===== config.mk =====
export PLATFORM = sky130hd
export DESIGN_NAME = ppst_top
export DESIGN_NICKNAME = d
export VERILOG_FILES = /design/src/ppst_pkg.sv /design/src/ppst_top.sv
export SDC_FILE = /design/constraint.sdc
export NUM_CORES = 2
export LEC_CHECK = 0
export ABC_AREA = 1
export BUFFER_PORTS_ARGS = -buffer_cell sky130_fd_sc_hd__buf_2
export CORE_AREA = 2 2 306 308
export DETAILED_ROUTE_END_ITERATION = 6
export DIE_AREA = 0 0 308 310
export GPL_TIMING_DRIVEN = 1
export HOLD_SLACK_MARGIN = 0.1
export PLACE_DENSITY = 0.87
export RECOVER_POWER = 25
export SYNTH_ARGS = -nofsm -noshare
export SYNTH_HDL_FRONTEND = slang
export SYNTH_SLANG_ARGS = --single-unit

===== constraint.sdc =====
create_clock -name pclk -period 8.2 [get_ports pclk]
set_clock_uncertainty 0.15 [all_clocks]
set_input_delay 1.64 -clock pclk [delete_from_list [all_inputs] [get_ports pclk]]
set_output_delay 1.64 -clock pclk [all_outputs]
set_load 0.02 [all_outputs]

===== src/ppst_pkg.sv =====
// Purpose: shared constants and types of the port sequence timing block
// Assumes: 50 MHz pclk; all times below in their own unit
// Notes: register offsets are byte addresses on a 32-bit APB
package ppst_pkg;
	localparam int NPORT = 4;
	localparam int CLK_HZ = 50_000_000;
	localparam int TICK_US = 1000;
	localparam int TICK_CYC = (CLK_HZ / 1_000_000) * TICK_US;
	localparam int RSTPIN_MIN_US = 300;
	localparam int RSTPIN_CYC = (CLK_HZ / 1_000_000) * RSTPIN_MIN_US;
	// ms figures, counted on the 1 ms tick
	localparam int DET_RESET_MS = 80;
	localparam int DET_PHASE_MS = 100;
	localparam int DET_MAX_MS = 330;
	localparam int MIDSPAN_DLY_MS = 2200;
	localparam int CADENCE_MS = 2200;
	localparam int CLASS_MS = 19;
	localparam int START_MS = 60;
	localparam int FAULT_MS = 60;
	localparam int UVLO_DLY_MS = 3;
	localparam int WDOG_MS = 164;
	localparam logic [8:0] DISC_RST = 9'h15E;
	localparam logic [2:0] ACTH_RST = 3'h0;
	localparam int TMR_W = 13;
	// analog decision figures
	localparam logic [15:0] OPEN_DUA = 16'h007D;
	localparam int RLO_NUM = 152;
	localparam int RLO_DEN = 100;
	localparam int RHI_NUM = 32;
	localparam int RHI_DEN = 10;
	localparam logic [9:0] DCTH_MV = 10'h004;
	localparam logic [9:0] ADC_FULL = 10'h1FF;
	localparam int RST16 = 16;
	localparam int RST32 = 32;
	localparam int RST64 = 64;
	// register map
	localparam logic [7:0] ADDR_CTRL = 8'h00;
	localparam logic [7:0] ADDR_DISC = 8'h04;
	localparam logic [7:0] ADDR_ACTH = 8'h08;
	localparam logic [7:0] ADDR_STAT = 8'h0C;
	localparam logic [7:0] ADDR_FAULT = 8'h10;
	localparam logic [7:0] ADDR_CUR_LO = 8'h14;
	localparam logic [7:0] ADDR_CUR_HI = 8'h18;
	localparam logic [7:0] ADDR_WDOG = 8'h1C;
	localparam logic [7:0] ADDR_GRST = 8'h20;
	localparam int GRST_SOFT_BIT = 4;

	typedef struct packed {
		logic midspan;
		logic [1:0] restart_delay_select;
		logic restart_delay_enable;
		logic [3:0] ac_disconnect_enable;
		logic [3:0] dc_disconnect_enable;
		logic [3:0] port_enable;
	} ppst_ctrl_t;

	typedef struct packed {
		logic [13:0] volt_mv;
		logic [15:0] cur_dua;
		logic [9:0] sense_mv;
	} ppst_meas_t;

	typedef enum logic [3:0] {ST_OFF, ST_MIDDLY, ST_DRST, ST_PH1, ST_PH2, ST_CADENCE,
		ST_CLASS, ST_START, ST_ON, ST_RESTART} ppst_state_t;
	typedef enum logic [2:0] {DET_NONE, DET_OK, DET_SHORT, DET_OPEN, DET_BADR} ppst_det_t;
	typedef enum logic [1:0] {PROBE_OFF, PROBE_4V, PROBE_9V, PROBE_CLASS} ppst_probe_t;
endpackage


===== src/ppst_top.sv =====
// Purpose: four-port detect, classify, power and disconnect sequencer with APB registers
// Assumes: measurements come from an ADC on pclk; comparator and strap pins are async
// Notes: one 1 ms tick drives every port timer, so each wait may be up to 1 ms short
// How it works
// - dc disconnect: gate off after low sense current for the hold time
// - the disconnect hold time is a software writable register
// - ac enabled port powers off on low probe current; 3-bit threshold field
// - ac enabled port is not powered past startup while the oscillator fail flag is set
// - detection probes first at 4 V, then at 9.3 V
// - after phase one, port near the positive rail reports a short
// - phase-one probe current below 12.5 uA reports an open port
// - signature resistance is voltage step over current step between phases
// - signatures below 15.2 kohm or above 32 kohm are rejected
// - port voltage gets its reset time before detection starts
// - midspan mode waits 2.0 to 2.4 s before detection
// - classification lasts at most 23 ms
// - startup current limit allowed for 60 ms after gate on
// - overcurrent after startup tolerated at most 70 ms, then a fault
// - restart wait after overcurrent: 16, 32, 64 fault times or none
// - operation starts 2 to 4 ms after supply lockout clears
// - watchdog counter decrements every 164 ms
// - reset pin held low 300 us returns all registers to defaults
// - address, auto and midspan straps latch on reset release
// - midspan strap low selects endpoint, high selects midspan
// - open-drain interrupt low while any fault stands, released on clear
// - midspan failed detection waits 2 to 2.4 s before retry
// - writing one to bit 4 of the global reset register resets all
//
// Chosen here: register access over APB and the address map.
module ppst_top #(
	parameter int TICK_CYC = ppst_pkg::TICK_CYC,
	parameter int RSTPIN_CYC = ppst_pkg::RSTPIN_CYC
) (
	input wire logic pclk,
	input wire logic presetn,
	input wire logic ce,
	input wire logic psel,
	input wire logic penable,
	input wire logic pwrite,
	input wire logic [7:0] paddr,
	input wire logic [31:0] pwdata,
	output logic [31:0] prdata,
	output logic pready,
	output logic pslverr,
	input wire logic reset_pin_n,
	input wire logic [3:0] address_straps,
	input wire logic auto_strap,
	input wire logic midspan_strap,
	input wire logic uvlo_ok,
	input wire logic osc_fail,
	input wire logic [3:0] ac_below,
	input wire logic [3:0] near_rail,
	input wire logic [3:0] overcurrent,
	input wire ppst_pkg::ppst_meas_t [3:0] meas,
	output logic [3:0] gate_on,
	output ppst_pkg::ppst_probe_t [3:0] probe_output,
	output logic [2:0] ac_threshold_sel,
	output logic [3:0] address_latched,
	output logic int_o,
	output logic int_oe
);
	localparam int SW = 21;
	localparam int RCW = $clog2(RSTPIN_CYC + 1);
	localparam int PCW = $clog2(TICK_CYC + 1);

	// ****************************************
	// synchronisers and reset sources
	// ****************************************
	logic [SW-1:0] sync1_ff;
	logic [SW-1:0] sync2_ff;
	logic rpin_s, auto_s, mid_s, uvlo_s, oscf_s;
	logic [3:0] addr_s, acb_s, rail_s, oc_s;
	logic [RCW-1:0] rcnt_ff;
	logic pin_hold_ff, soft_rst_ff, clr, pin_rise;
	logic [2:0] ld_ff;
	logic load;

	always_ff @(posedge pclk or negedge presetn) begin
		if (!presetn) begin
			sync1_ff <= '0;
			sync2_ff <= '0;
		end else if (ce) begin
			sync1_ff <= {reset_pin_n, auto_strap, midspan_strap, address_straps, uvlo_ok,
				osc_fail, ac_below, near_rail, overcurrent};
			sync2_ff <= sync1_ff;
		end
	end
	assign {rpin_s, auto_s, mid_s, addr_s, uvlo_s, oscf_s, acb_s, rail_s, oc_s} = sync2_ff;

	// short glitches on the pin are ignored; only a qualified low clears state
	always_ff @(posedge pclk or negedge presetn) begin
		if (!presetn) begin
			rcnt_ff <= '0;
			pin_hold_ff <= 1'b0;
		end else if (ce) begin
			if (rpin_s) begin
				rcnt_ff <= '0;
				pin_hold_ff <= 1'b0;
			end else if (rcnt_ff == RCW'(RSTPIN_CYC - 1)) begin
				pin_hold_ff <= 1'b1;
			end else begin
				rcnt_ff <= rcnt_ff + 1'b1;
			end
		end
	end
	assign pin_rise = pin_hold_ff & rpin_s;
	assign clr = pin_hold_ff | soft_rst_ff;

	// straps sampled three edges after release so the synchroniser has settled
	always_ff @(posedge pclk or negedge presetn) begin
		if (!presetn) begin
			ld_ff <= 3'h7;
		end else if (ce) begin
			ld_ff <= {ld_ff[1:0], pin_rise | soft_rst_ff};
		end
	end
	assign load = ld_ff[2];

	// ****************************************
	// time base, supply delay, watchdog
	// ****************************************
	logic [PCW-1:0] pre_ff;
	logic tick_ff;
	logic [2:0] uvcnt_ff;
	logic ready_ff;
	logic [7:0] wd_ff;
	logic [7:0] wdpre_ff;
	logic wd_evt_ff;
	logic wr, setup;

	always_ff @(posedge pclk or negedge presetn) begin
		if (!presetn) begin
			pre_ff <= '0;
			tick_ff <= 1'b0;
		end else if (ce) begin
			tick_ff <= (pre_ff == PCW'(TICK_CYC - 1));
			pre_ff <= (pre_ff == PCW'(TICK_CYC - 1)) ? '0 : pre_ff + 1'b1;
		end
	end

	always_ff @(posedge pclk or negedge presetn) begin
		if (!presetn) begin
			uvcnt_ff <= '0;
			ready_ff <= 1'b0;
		end else if (ce) begin
			if (!uvlo_s) begin
				uvcnt_ff <= '0;
				ready_ff <= 1'b0;
			end else if (tick_ff && !ready_ff) begin
				uvcnt_ff <= uvcnt_ff + 1'b1;
				ready_ff <= (uvcnt_ff == 3'(ppst_pkg::UVLO_DLY_MS - 1));
			end
		end
	end

	always_ff @(posedge pclk or negedge presetn) begin
		if (!presetn) begin
			wd_ff <= '0;
			wdpre_ff <= '0;
			wd_evt_ff <= 1'b0;
		end else if (ce) begin
			wd_evt_ff <= 1'b0;
			if (clr) begin
				wd_ff <= '0;
				wdpre_ff <= '0;
			end else if (wr && paddr == ppst_pkg::ADDR_WDOG) begin
				wd_ff <= pwdata[7:0];
				wdpre_ff <= '0;
			end else if (tick_ff) begin
				if (wdpre_ff == 8'(ppst_pkg::WDOG_MS - 1)) begin
					wdpre_ff <= '0;
					if (wd_ff != 8'h00) begin
						wd_ff <= wd_ff - 1'b1;
						wd_evt_ff <= (wd_ff == 8'h01);
					end
				end else begin
					wdpre_ff <= wdpre_ff + 1'b1;
				end
			end
		end
	end

	// ****************************************
	// configuration registers
	// ****************************************
	ppst_pkg::ppst_ctrl_t ctrl_ff;
	logic [8:0] disc_ff;
	logic [2:0] acth_ff;
	logic auto_ff;

	always_ff @(posedge pclk or negedge presetn) begin
		if (!presetn) begin
			ctrl_ff <= '0;
			disc_ff <= ppst_pkg::DISC_RST;
			acth_ff <= ppst_pkg::ACTH_RST;
			auto_ff <= 1'b0;
			address_latched <= '0;
		end else if (ce) begin
			if (clr) begin
				ctrl_ff <= '0;
				disc_ff <= ppst_pkg::DISC_RST;
				acth_ff <= ppst_pkg::ACTH_RST;
			end else if (load) begin
				ctrl_ff.port_enable <= {4{auto_s}};
				ctrl_ff.midspan <= mid_s;
				auto_ff <= auto_s;
				address_latched <= addr_s;
			end else if (wr) begin
				if (paddr == ppst_pkg::ADDR_CTRL) begin
					ctrl_ff <= pwdata[15:0];
				end
				if (paddr == ppst_pkg::ADDR_DISC) begin
					disc_ff <= pwdata[8:0];
				end
				if (paddr == ppst_pkg::ADDR_ACTH) begin
					acth_ff <= pwdata[2:0];
				end
			end
		end
	end
	assign ac_threshold_sel = acth_ff;

	// ****************************************
	// port sequencers
	// ****************************************
	ppst_pkg::ppst_state_t st_ff [4];
	ppst_pkg::ppst_state_t nxt_st [4];
	ppst_pkg::ppst_det_t det_ff [4];
	ppst_pkg::ppst_det_t nxt_det [4];
	logic [ppst_pkg::TMR_W-1:0] tmr_ff [4];
	logic [8:0] dct_ff [4];
	logic [6:0] oct_ff [4];
	logic [13:0] v1_ff [4];
	logic [15:0] i1_ff [4];
	logic [8:0] cur_ff [4];
	logic [3:0] oc_evt, dis_evt, cap;
	logic [3:0] oc_evt_ff, dis_evt_ff;

	function automatic logic tmr_go(input logic [ppst_pkg::TMR_W-1:0] t, input int ms);
		tmr_go = (int'(t) + 1) >= ms;
	endfunction

	function automatic logic sig_ok(input logic [13:0] v1, input logic [13:0] v2,
		input logic [15:0] i1, input logic [15:0] i2);
		int dv;
		int di;
		dv = int'(v2) - int'(v1);
		di = int'(i2) - int'(i1);
		sig_ok = (di > 0) && (dv > 0)
			&& (ppst_pkg::RLO_DEN * dv >= ppst_pkg::RLO_NUM * di)
			&& (ppst_pkg::RHI_DEN * dv <= ppst_pkg::RHI_NUM * di);
	endfunction

	function automatic int restart_ms(input logic [1:0] sel);
		case (sel)
			2'h0: restart_ms = ppst_pkg::RST16 * ppst_pkg::FAULT_MS;
			2'h1: restart_ms = ppst_pkg::RST32 * ppst_pkg::FAULT_MS;
			2'h2: restart_ms = ppst_pkg::RST64 * ppst_pkg::FAULT_MS;
			default: restart_ms = 0;
		endcase
	endfunction

	always_comb begin
		for (int p = 0; p < ppst_pkg::NPORT; p++) begin
			nxt_st[p] = st_ff[p];
			nxt_det[p] = det_ff[p];
			oc_evt[p] = 1'b0;
			dis_evt[p] = 1'b0;
			cap[p] = 1'b0;
			case (st_ff[p])
				ppst_pkg::ST_OFF: begin
					nxt_st[p] = ctrl_ff.midspan ? ppst_pkg::ST_MIDDLY : ppst_pkg::ST_DRST;
				end
				ppst_pkg::ST_MIDDLY: begin
					if (tick_ff && tmr_go(tmr_ff[p], ppst_pkg::MIDSPAN_DLY_MS)) begin
						nxt_st[p] = ppst_pkg::ST_DRST;
					end
				end
				ppst_pkg::ST_DRST: begin
					if (tick_ff && tmr_go(tmr_ff[p], ppst_pkg::DET_RESET_MS)) begin
						nxt_st[p] = ppst_pkg::ST_PH1;
					end
				end
				ppst_pkg::ST_PH1: begin
					if (tick_ff && tmr_go(tmr_ff[p], ppst_pkg::DET_PHASE_MS)) begin
						cap[p] = 1'b1;
						if (rail_s[p]) begin
							nxt_det[p] = ppst_pkg::DET_SHORT;
						end else if (meas[p].cur_dua < ppst_pkg::OPEN_DUA) begin
							nxt_det[p] = ppst_pkg::DET_OPEN;
						end
						nxt_st[p] = (rail_s[p] || meas[p].cur_dua < ppst_pkg::OPEN_DUA)
							? (ctrl_ff.midspan ? ppst_pkg::ST_CADENCE : ppst_pkg::ST_DRST)
							: ppst_pkg::ST_PH2;
					end
				end
				ppst_pkg::ST_PH2: begin
					// reset plus two phases stays inside the 330 ms detection budget
					if (tick_ff && tmr_go(tmr_ff[p], ppst_pkg::DET_PHASE_MS)) begin
						if (sig_ok(v1_ff[p], meas[p].volt_mv, i1_ff[p], meas[p].cur_dua)) begin
							nxt_det[p] = ppst_pkg::DET_OK;
							nxt_st[p] = ppst_pkg::ST_CLASS;
						end else begin
							nxt_det[p] = ppst_pkg::DET_BADR;
							nxt_st[p] = ctrl_ff.midspan ? ppst_pkg::ST_CADENCE : ppst_pkg::ST_DRST;
						end
					end
				end
				ppst_pkg::ST_CADENCE: begin
					if (tick_ff && tmr_go(tmr_ff[p], ppst_pkg::CADENCE_MS)) begin
						nxt_st[p] = ppst_pkg::ST_DRST;
					end
				end
				ppst_pkg::ST_CLASS: begin
					// a port blocked by oscillator fail drops back and redetects, so the
					// probe never stays at class level past the class time
					if (tick_ff && tmr_go(tmr_ff[p], ppst_pkg::CLASS_MS)) begin
						nxt_st[p] = (ctrl_ff.ac_disconnect_enable[p] && oscf_s) ? ppst_pkg::ST_OFF
							: ppst_pkg::ST_START;
					end
				end
				ppst_pkg::ST_START: begin
					if (tick_ff && tmr_go(tmr_ff[p], ppst_pkg::START_MS)) begin
						nxt_st[p] = ppst_pkg::ST_ON;
					end
				end
				ppst_pkg::ST_ON: begin
					if (oc_s[p] && tick_ff && (int'(oct_ff[p]) + 1 >= ppst_pkg::FAULT_MS)) begin
						oc_evt[p] = 1'b1;
						nxt_st[p] = ctrl_ff.restart_delay_enable ? ppst_pkg::ST_RESTART
							: ppst_pkg::ST_OFF;
					end else if (ctrl_ff.dc_disconnect_enable[p]
						&& meas[p].sense_mv < ppst_pkg::DCTH_MV && tick_ff
						&& (int'(dct_ff[p]) + 1 >= int'(disc_ff))) begin
						dis_evt[p] = 1'b1;
						nxt_st[p] = ppst_pkg::ST_OFF;
					end else if (ctrl_ff.ac_disconnect_enable[p] && (acb_s[p] || oscf_s)) begin
						dis_evt[p] = 1'b1;
						nxt_st[p] = ppst_pkg::ST_OFF;
					end
				end
				ppst_pkg::ST_RESTART: begin
					if (ctrl_ff.restart_delay_select == 2'h3 ||
						(tick_ff && tmr_go(tmr_ff[p], restart_ms(ctrl_ff.restart_delay_select)))) begin
						nxt_st[p] = ppst_pkg::ST_OFF;
					end
				end
				default: nxt_st[p] = ppst_pkg::ST_OFF;
			endcase
			if (!ctrl_ff.port_enable[p] || !ready_ff) begin
				nxt_st[p] = ppst_pkg::ST_OFF;
			end
		end
	end

	always_ff @(posedge pclk or negedge presetn) begin
		if (!presetn) begin
			for (int p = 0; p < ppst_pkg::NPORT; p++) begin
				st_ff[p] <= ppst_pkg::ST_OFF;
				det_ff[p] <= ppst_pkg::DET_NONE;
				tmr_ff[p] <= '0;
				dct_ff[p] <= '0;
				oct_ff[p] <= '0;
				v1_ff[p] <= '0;
				i1_ff[p] <= '0;
			end
			oc_evt_ff <= '0;
			dis_evt_ff <= '0;
		end else if (ce) begin
			oc_evt_ff <= clr ? 4'h0 : oc_evt;
			dis_evt_ff <= clr ? 4'h0 : dis_evt;
			for (int p = 0; p < ppst_pkg::NPORT; p++) begin
				st_ff[p] <= clr ? ppst_pkg::ST_OFF : nxt_st[p];
				det_ff[p] <= clr ? ppst_pkg::DET_NONE : nxt_det[p];
				if (clr || nxt_st[p] != st_ff[p]) begin
					tmr_ff[p] <= '0;
				end else if (tick_ff && tmr_ff[p] != '1) begin
					tmr_ff[p] <= tmr_ff[p] + 1'b1;
				end
				if (st_ff[p] != ppst_pkg::ST_ON || meas[p].sense_mv >= ppst_pkg::DCTH_MV) begin
					dct_ff[p] <= '0;
				end else if (tick_ff && dct_ff[p] != '1) begin
					dct_ff[p] <= dct_ff[p] + 1'b1;
				end
				if (st_ff[p] != ppst_pkg::ST_ON || !oc_s[p]) begin
					oct_ff[p] <= '0;
				end else if (tick_ff && oct_ff[p] != '1) begin
					oct_ff[p] <= oct_ff[p] + 1'b1;
				end
				if (cap[p]) begin
					v1_ff[p] <= meas[p].volt_mv;
					i1_ff[p] <= meas[p].cur_dua;
				end
			end
		end
	end

	// outputs lag the state by one edge so the gate and probe pins come from flops
	always_ff @(posedge pclk or negedge presetn) begin
		if (!presetn) begin
			gate_on <= '0;
			probe_output <= {4{ppst_pkg::PROBE_OFF}};
			for (int p = 0; p < ppst_pkg::NPORT; p++) begin
				cur_ff[p] <= '0;
			end
		end else if (ce) begin
			for (int p = 0; p < ppst_pkg::NPORT; p++) begin
				gate_on[p] <= (st_ff[p] == ppst_pkg::ST_START) || (st_ff[p] == ppst_pkg::ST_ON);
				case (st_ff[p])
					ppst_pkg::ST_PH1: probe_output[p] <= ppst_pkg::PROBE_4V;
					ppst_pkg::ST_PH2: probe_output[p] <= ppst_pkg::PROBE_9V;
					ppst_pkg::ST_CLASS: probe_output[p] <= ppst_pkg::PROBE_CLASS;
					default: probe_output[p] <= ppst_pkg::PROBE_OFF;
				endcase
				cur_ff[p] <= (meas[p].sense_mv > ppst_pkg::ADC_FULL) ? 9'h1FF
					: meas[p].sense_mv[8:0];
			end
		end
	end

	// ****************************************
	// faults and interrupt pin
	// ****************************************
	logic [8:0] fault_ff;
	logic [8:0] w1c;

	assign w1c = (wr && paddr == ppst_pkg::ADDR_FAULT) ? pwdata[8:0] : 9'h000;
	always_ff @(posedge pclk or negedge presetn) begin
		if (!presetn) begin
			fault_ff <= '0;
		end else if (ce) begin
			// a new event in the clearing cycle survives the clear
			fault_ff <= clr ? 9'h000
				: ((fault_ff & ~w1c) | {wd_evt_ff, dis_evt_ff, oc_evt_ff});
		end
	end
	assign int_o = 1'b0;
	assign int_oe = |fault_ff;

	// ****************************************
	// apb slave
	// ****************************************
	logic [31:0] rd_data;
	logic hit;

	assign pready = ce;
	assign wr = psel & penable & pwrite & ce & hit;
	assign setup = psel & ~penable & ce;
	assign pslverr = psel & penable & ~hit;

	always_ff @(posedge pclk or negedge presetn) begin
		if (!presetn) begin
			soft_rst_ff <= 1'b0;
		end else if (ce) begin
			soft_rst_ff <= wr && paddr == ppst_pkg::ADDR_GRST && pwdata[ppst_pkg::GRST_SOFT_BIT];
		end
	end

	always_comb begin
		hit = 1'b1;
		rd_data = 32'h0000_0000;
		case (paddr)
			ppst_pkg::ADDR_CTRL: rd_data = {16'h0000, ctrl_ff};
			ppst_pkg::ADDR_DISC: rd_data = {23'h000000, disc_ff};
			ppst_pkg::ADDR_ACTH: rd_data = {29'h00000000, acth_ff};
			ppst_pkg::ADDR_STAT: rd_data = {10'h000, det_ff[3], det_ff[2], det_ff[1], det_ff[0],
				gate_on, ready_ff, auto_ff, address_latched};
			ppst_pkg::ADDR_FAULT: rd_data = {23'h000000, fault_ff};
			ppst_pkg::ADDR_CUR_LO: rd_data = {7'h00, cur_ff[1], 7'h00, cur_ff[0]};
			ppst_pkg::ADDR_CUR_HI: rd_data = {7'h00, cur_ff[3], 7'h00, cur_ff[2]};
			ppst_pkg::ADDR_WDOG: rd_data = {24'h000000, wd_ff};
			ppst_pkg::ADDR_GRST: rd_data = 32'h0000_0000;
			default: hit = 1'b0;
		endcase
	end

	always_ff @(posedge pclk or negedge presetn) begin
		if (!presetn) begin
			prdata <= '0;
		end else if (setup) begin
			prdata <= rd_data;
		end
	end
endmodule


==> results.py <==
metrics = {
    "outcome": {
        "status": "finished with violations",
        "failed_checks": "DRC, capacitance limit, slew limit, setup timing",
    },
    "cts": {
        "cts_htree_levels": 2,
        "cts_tree": "yes",
        "clk_path_buf_depth": 3,
        "root_buffer": "clkbuf_16",
        "clock_latency_ps": 720,
        "cts_sinks": 486,
        "cts_inserted_buffers": 58,
        "cts.clk_slew.worst_paths_ps": 70,
    },
    "placement": {
        "portBuffers": 257,
        "hpwl_um": 120000,
        "dp.cells": 9480,
        "globalplace.congestion": 0.976,
    },
    "critical_path": {
        "setup.worst_path.start": "meas[66]",
        "crit_required_ps": 8650,
        "arrival_ps": 10650,
        "r2r-end": "tmr_ff[28]",
        "cp-end-kind": "flip-flop",
        "slowest_stage": "fa_1",
        "rrSetupSlack_ps": -1370,
        "reg2reg_depth": 55,
        "crit_path_frequent_cell": "nand2_1",
        "r2r-start": "v1_ff[29]",
        "start_kind": "input pin",
        "slowest_delay_ps": 730,
        "critPathKind": "input pin to flip-flop",
        "crit_fanout": 7,
    },
    "min_path": {
        "hold_start": "sync1_ff[3]",
        "hp-class": "flip-flop to flip-flop",
        "worstHoldEndpoint": "sync1_ff[3]",
        "hold_depth": 2,
    },
    "grt": {
        "antenna_found_initial": 25,
        "track_usage_pct": 33.5,
        "grt-ovfl-total": 0,
        "first_global_vias": 55578,
        "grt_max_degree": 175,
        "grt_pass1_wl_um": 264000,
    },
    "synth": {
        "synth-main-ff-cell": "dfrtp_1",
        "seq_area_frac_synth_pct": 23.0,
        "yosysMostFrequentCell": "nand2_1",
        "synth.area.top_cells": "dfrtp_1, ha_1, nand2_1",
        "syn_inst": 7311,
        "yosys-top-cells-count": "nand2_1, inv_1, ha_1, nor2_1, a21oi_1",
        "syn_avg_cell_area_um2": 7.24,
        "yosysUniqueCellTypes": 67,
        "ys_seq_elements": 486,
        "synth_warnings": 0,
        "synth-edff-count": 0,
        "synth_async_sr_flop_share_pct": 100,
        "synth_area_um2": 52900,
        "synth_top_area_share_pct": 22.6,
        "yosysTopAreaCell": "dfrtp_1",
    },
    "floorplanning": {
        "fp.dieW_um": 308,
        "die_area_um2": 95500,
        "start_util_pct": 57.2,
        "io_pins": 282,
        "row_count": 112,
        "core_area_um2": 92500,
        "die_h_um": 310,
    },
    "sta": {
        "setup_violations": 58,
        "min_period_ps": 10200,
        "setup_tns_ps": -43280,
        "slew_headroom_pct": -291,
        "max_freq_mhz": 98.0,
        "drv_slew": 169,
        "rsz0062_at_grt": "yes",
        "fin_crit_sh_pct": 124,
        "finalHoldViolCount": 0,
        "fin_ws_ps": -2000,
        "worst_slew_pin_slew_ps": 5860,
    },
    "route": {
        "drc_errors": 288,
        "viasPerCell": 5.88,
        "wl_per_cell_um": 19.2,
        "totalWireLength_um": 187000,
        "ant_nets": 0,
        "first_pass_iters": 7,
        "drt_iter0_drc": 6080,
        "via_count": 57305,
    },
    "layout": {
        "final_cells": 9745,
        "syn_to_final_growth_pct": 27.7,
        "drive_above_1_share_pct": 21.6,
        "final_nets": 9710,
    },
    "pwr": {
        "power_density_nw_per_um2": 195,
        "leakage_nw": 37.4,
        "ir_drop_v": 0.000210,
    },
    "flow_run": {
        "maxCapViolations": 3,
    },
}
## routing by layer
metal	wire (µm)	vias up	GRT usage, %
met5	777	-	0
met3	20500	1260	6.09
met2	84800	3272	58.5
li1	-	26211	-
met1	66300	26536	38.7
met4	14400	26	18.9
## cell families after synthesis
kind of cell               share of synthesized area [%]
xor gates and xnor gates                            5.66
DFF                                                 23.0
other                                            0.00709
and+or+nand+nor                                     22.1
adders and majority gates                           25.3
buffers and inverters                               10.9
AOI/OAI and AO/OA                                   13.1
## critical path: cells and delay by family
kind / cells / cell delay (ps)
buf+inv: 11 / 1500
simple gates: 28 / 2580
xor+xnor: 2 / 790
compound gates: 10 / 1570
fa+ha+maj: 7 / 2480
## worst max path at each step
stage / to / slack (ps) / cells after the start
after CTS: tmr_ff[28] / -210 / 58
after detailed placement: tmr_ff[24] / -1260 / 53
after global routing: tmr_ff[28] / -2180 / 58
final: tmr_ff[28] / -2000 / 58
after floorplan: tmr_ff[21] / -270 / 53
after global placement: tmr_ff[19] / -1140 / 53
## stage by stage
| stage | power [mW] | cell area [µm²] | hold WS (ps) | utilization, % | worst slack (ps) |
|---|---|---|---|---|---|
| 6_report | 13.2 | 67600 | 323 | 73.1 | -2000 |
| 5_1_grt | 13.9 | 67600 | 333 | 73.0 | -2180 |
| 4_1_cts | 12.2 | 66100 | 327 | 71.4 | -209 |
| 3_5_place_dp | 8.78 | 62000 | 310 | 67.0 | -1260 |
| 3_3_place_gp | 8.45 | 62000 | 305 | 67.0 | -1140 |
| 2_1_floorplan | 6.49 | 53500 | 287 | - | -269 |
## cell type report
class	count	area, µm²
multi-input combinational	5337	37800
fill	6340	24900
sequential	486	12200
timing repair buffer	1209	8640
inverter	1387	5260
clock buffer	64	1510
tap	1197	1500
clock inverter	44	662
antenna	21	52.6
## flip-flops by register name, summed over array words and instances (netlist names), 9 cells and up
| signal | count |
|---|---|
| cur_ff | 36 |
| prdata | 25 |
| pre_ff | 16 |
| ctrl_ff | 16 |
| fault_ff | 9 |
| dct_ff | 36 |
| disc_ff | 9 |
| sync1_ff | 21 |
| v1_ff | 56 |
| rcnt_ff | 14 |
| oct_ff | 28 |
| tmr_ff | 52 |
| i1_ff | 64 |
| det_ff | 12 |
| st_ff | 16 |
| sync2_ff | 21 |
## repair_timing
item                       CTS  global route
setup endpoints to repair   57            72
gates resized for setup    208           245
pin swaps                  188           200
gates cloned                 3             1
setup buffers               98            43
hold buffers                 0             0
## placed cells by master, fill, tap and decap left out, drive strengths merged, types with 112 or more instances in the layout
cell,synthesis,layout
a21oi,500,500
buf,33,1204
dfrtp,477,477
fa,112,112
ha,892,892
inv,1385,1391
nand2,1547,1548
nand3,360,360
nand4,132,132
nor2,534,534
o21ai,401,401
xor2,254,254
## where the power goes
part / switching (mW) / total, mW / internal, mW
Combinational: 4.19 / 7.48 / 3.30
Sequential: 0.145 / 2.70 / 2.56
Clock: 1.23 / 2.97 / 1.74
(Power assumes the default switching activity.)
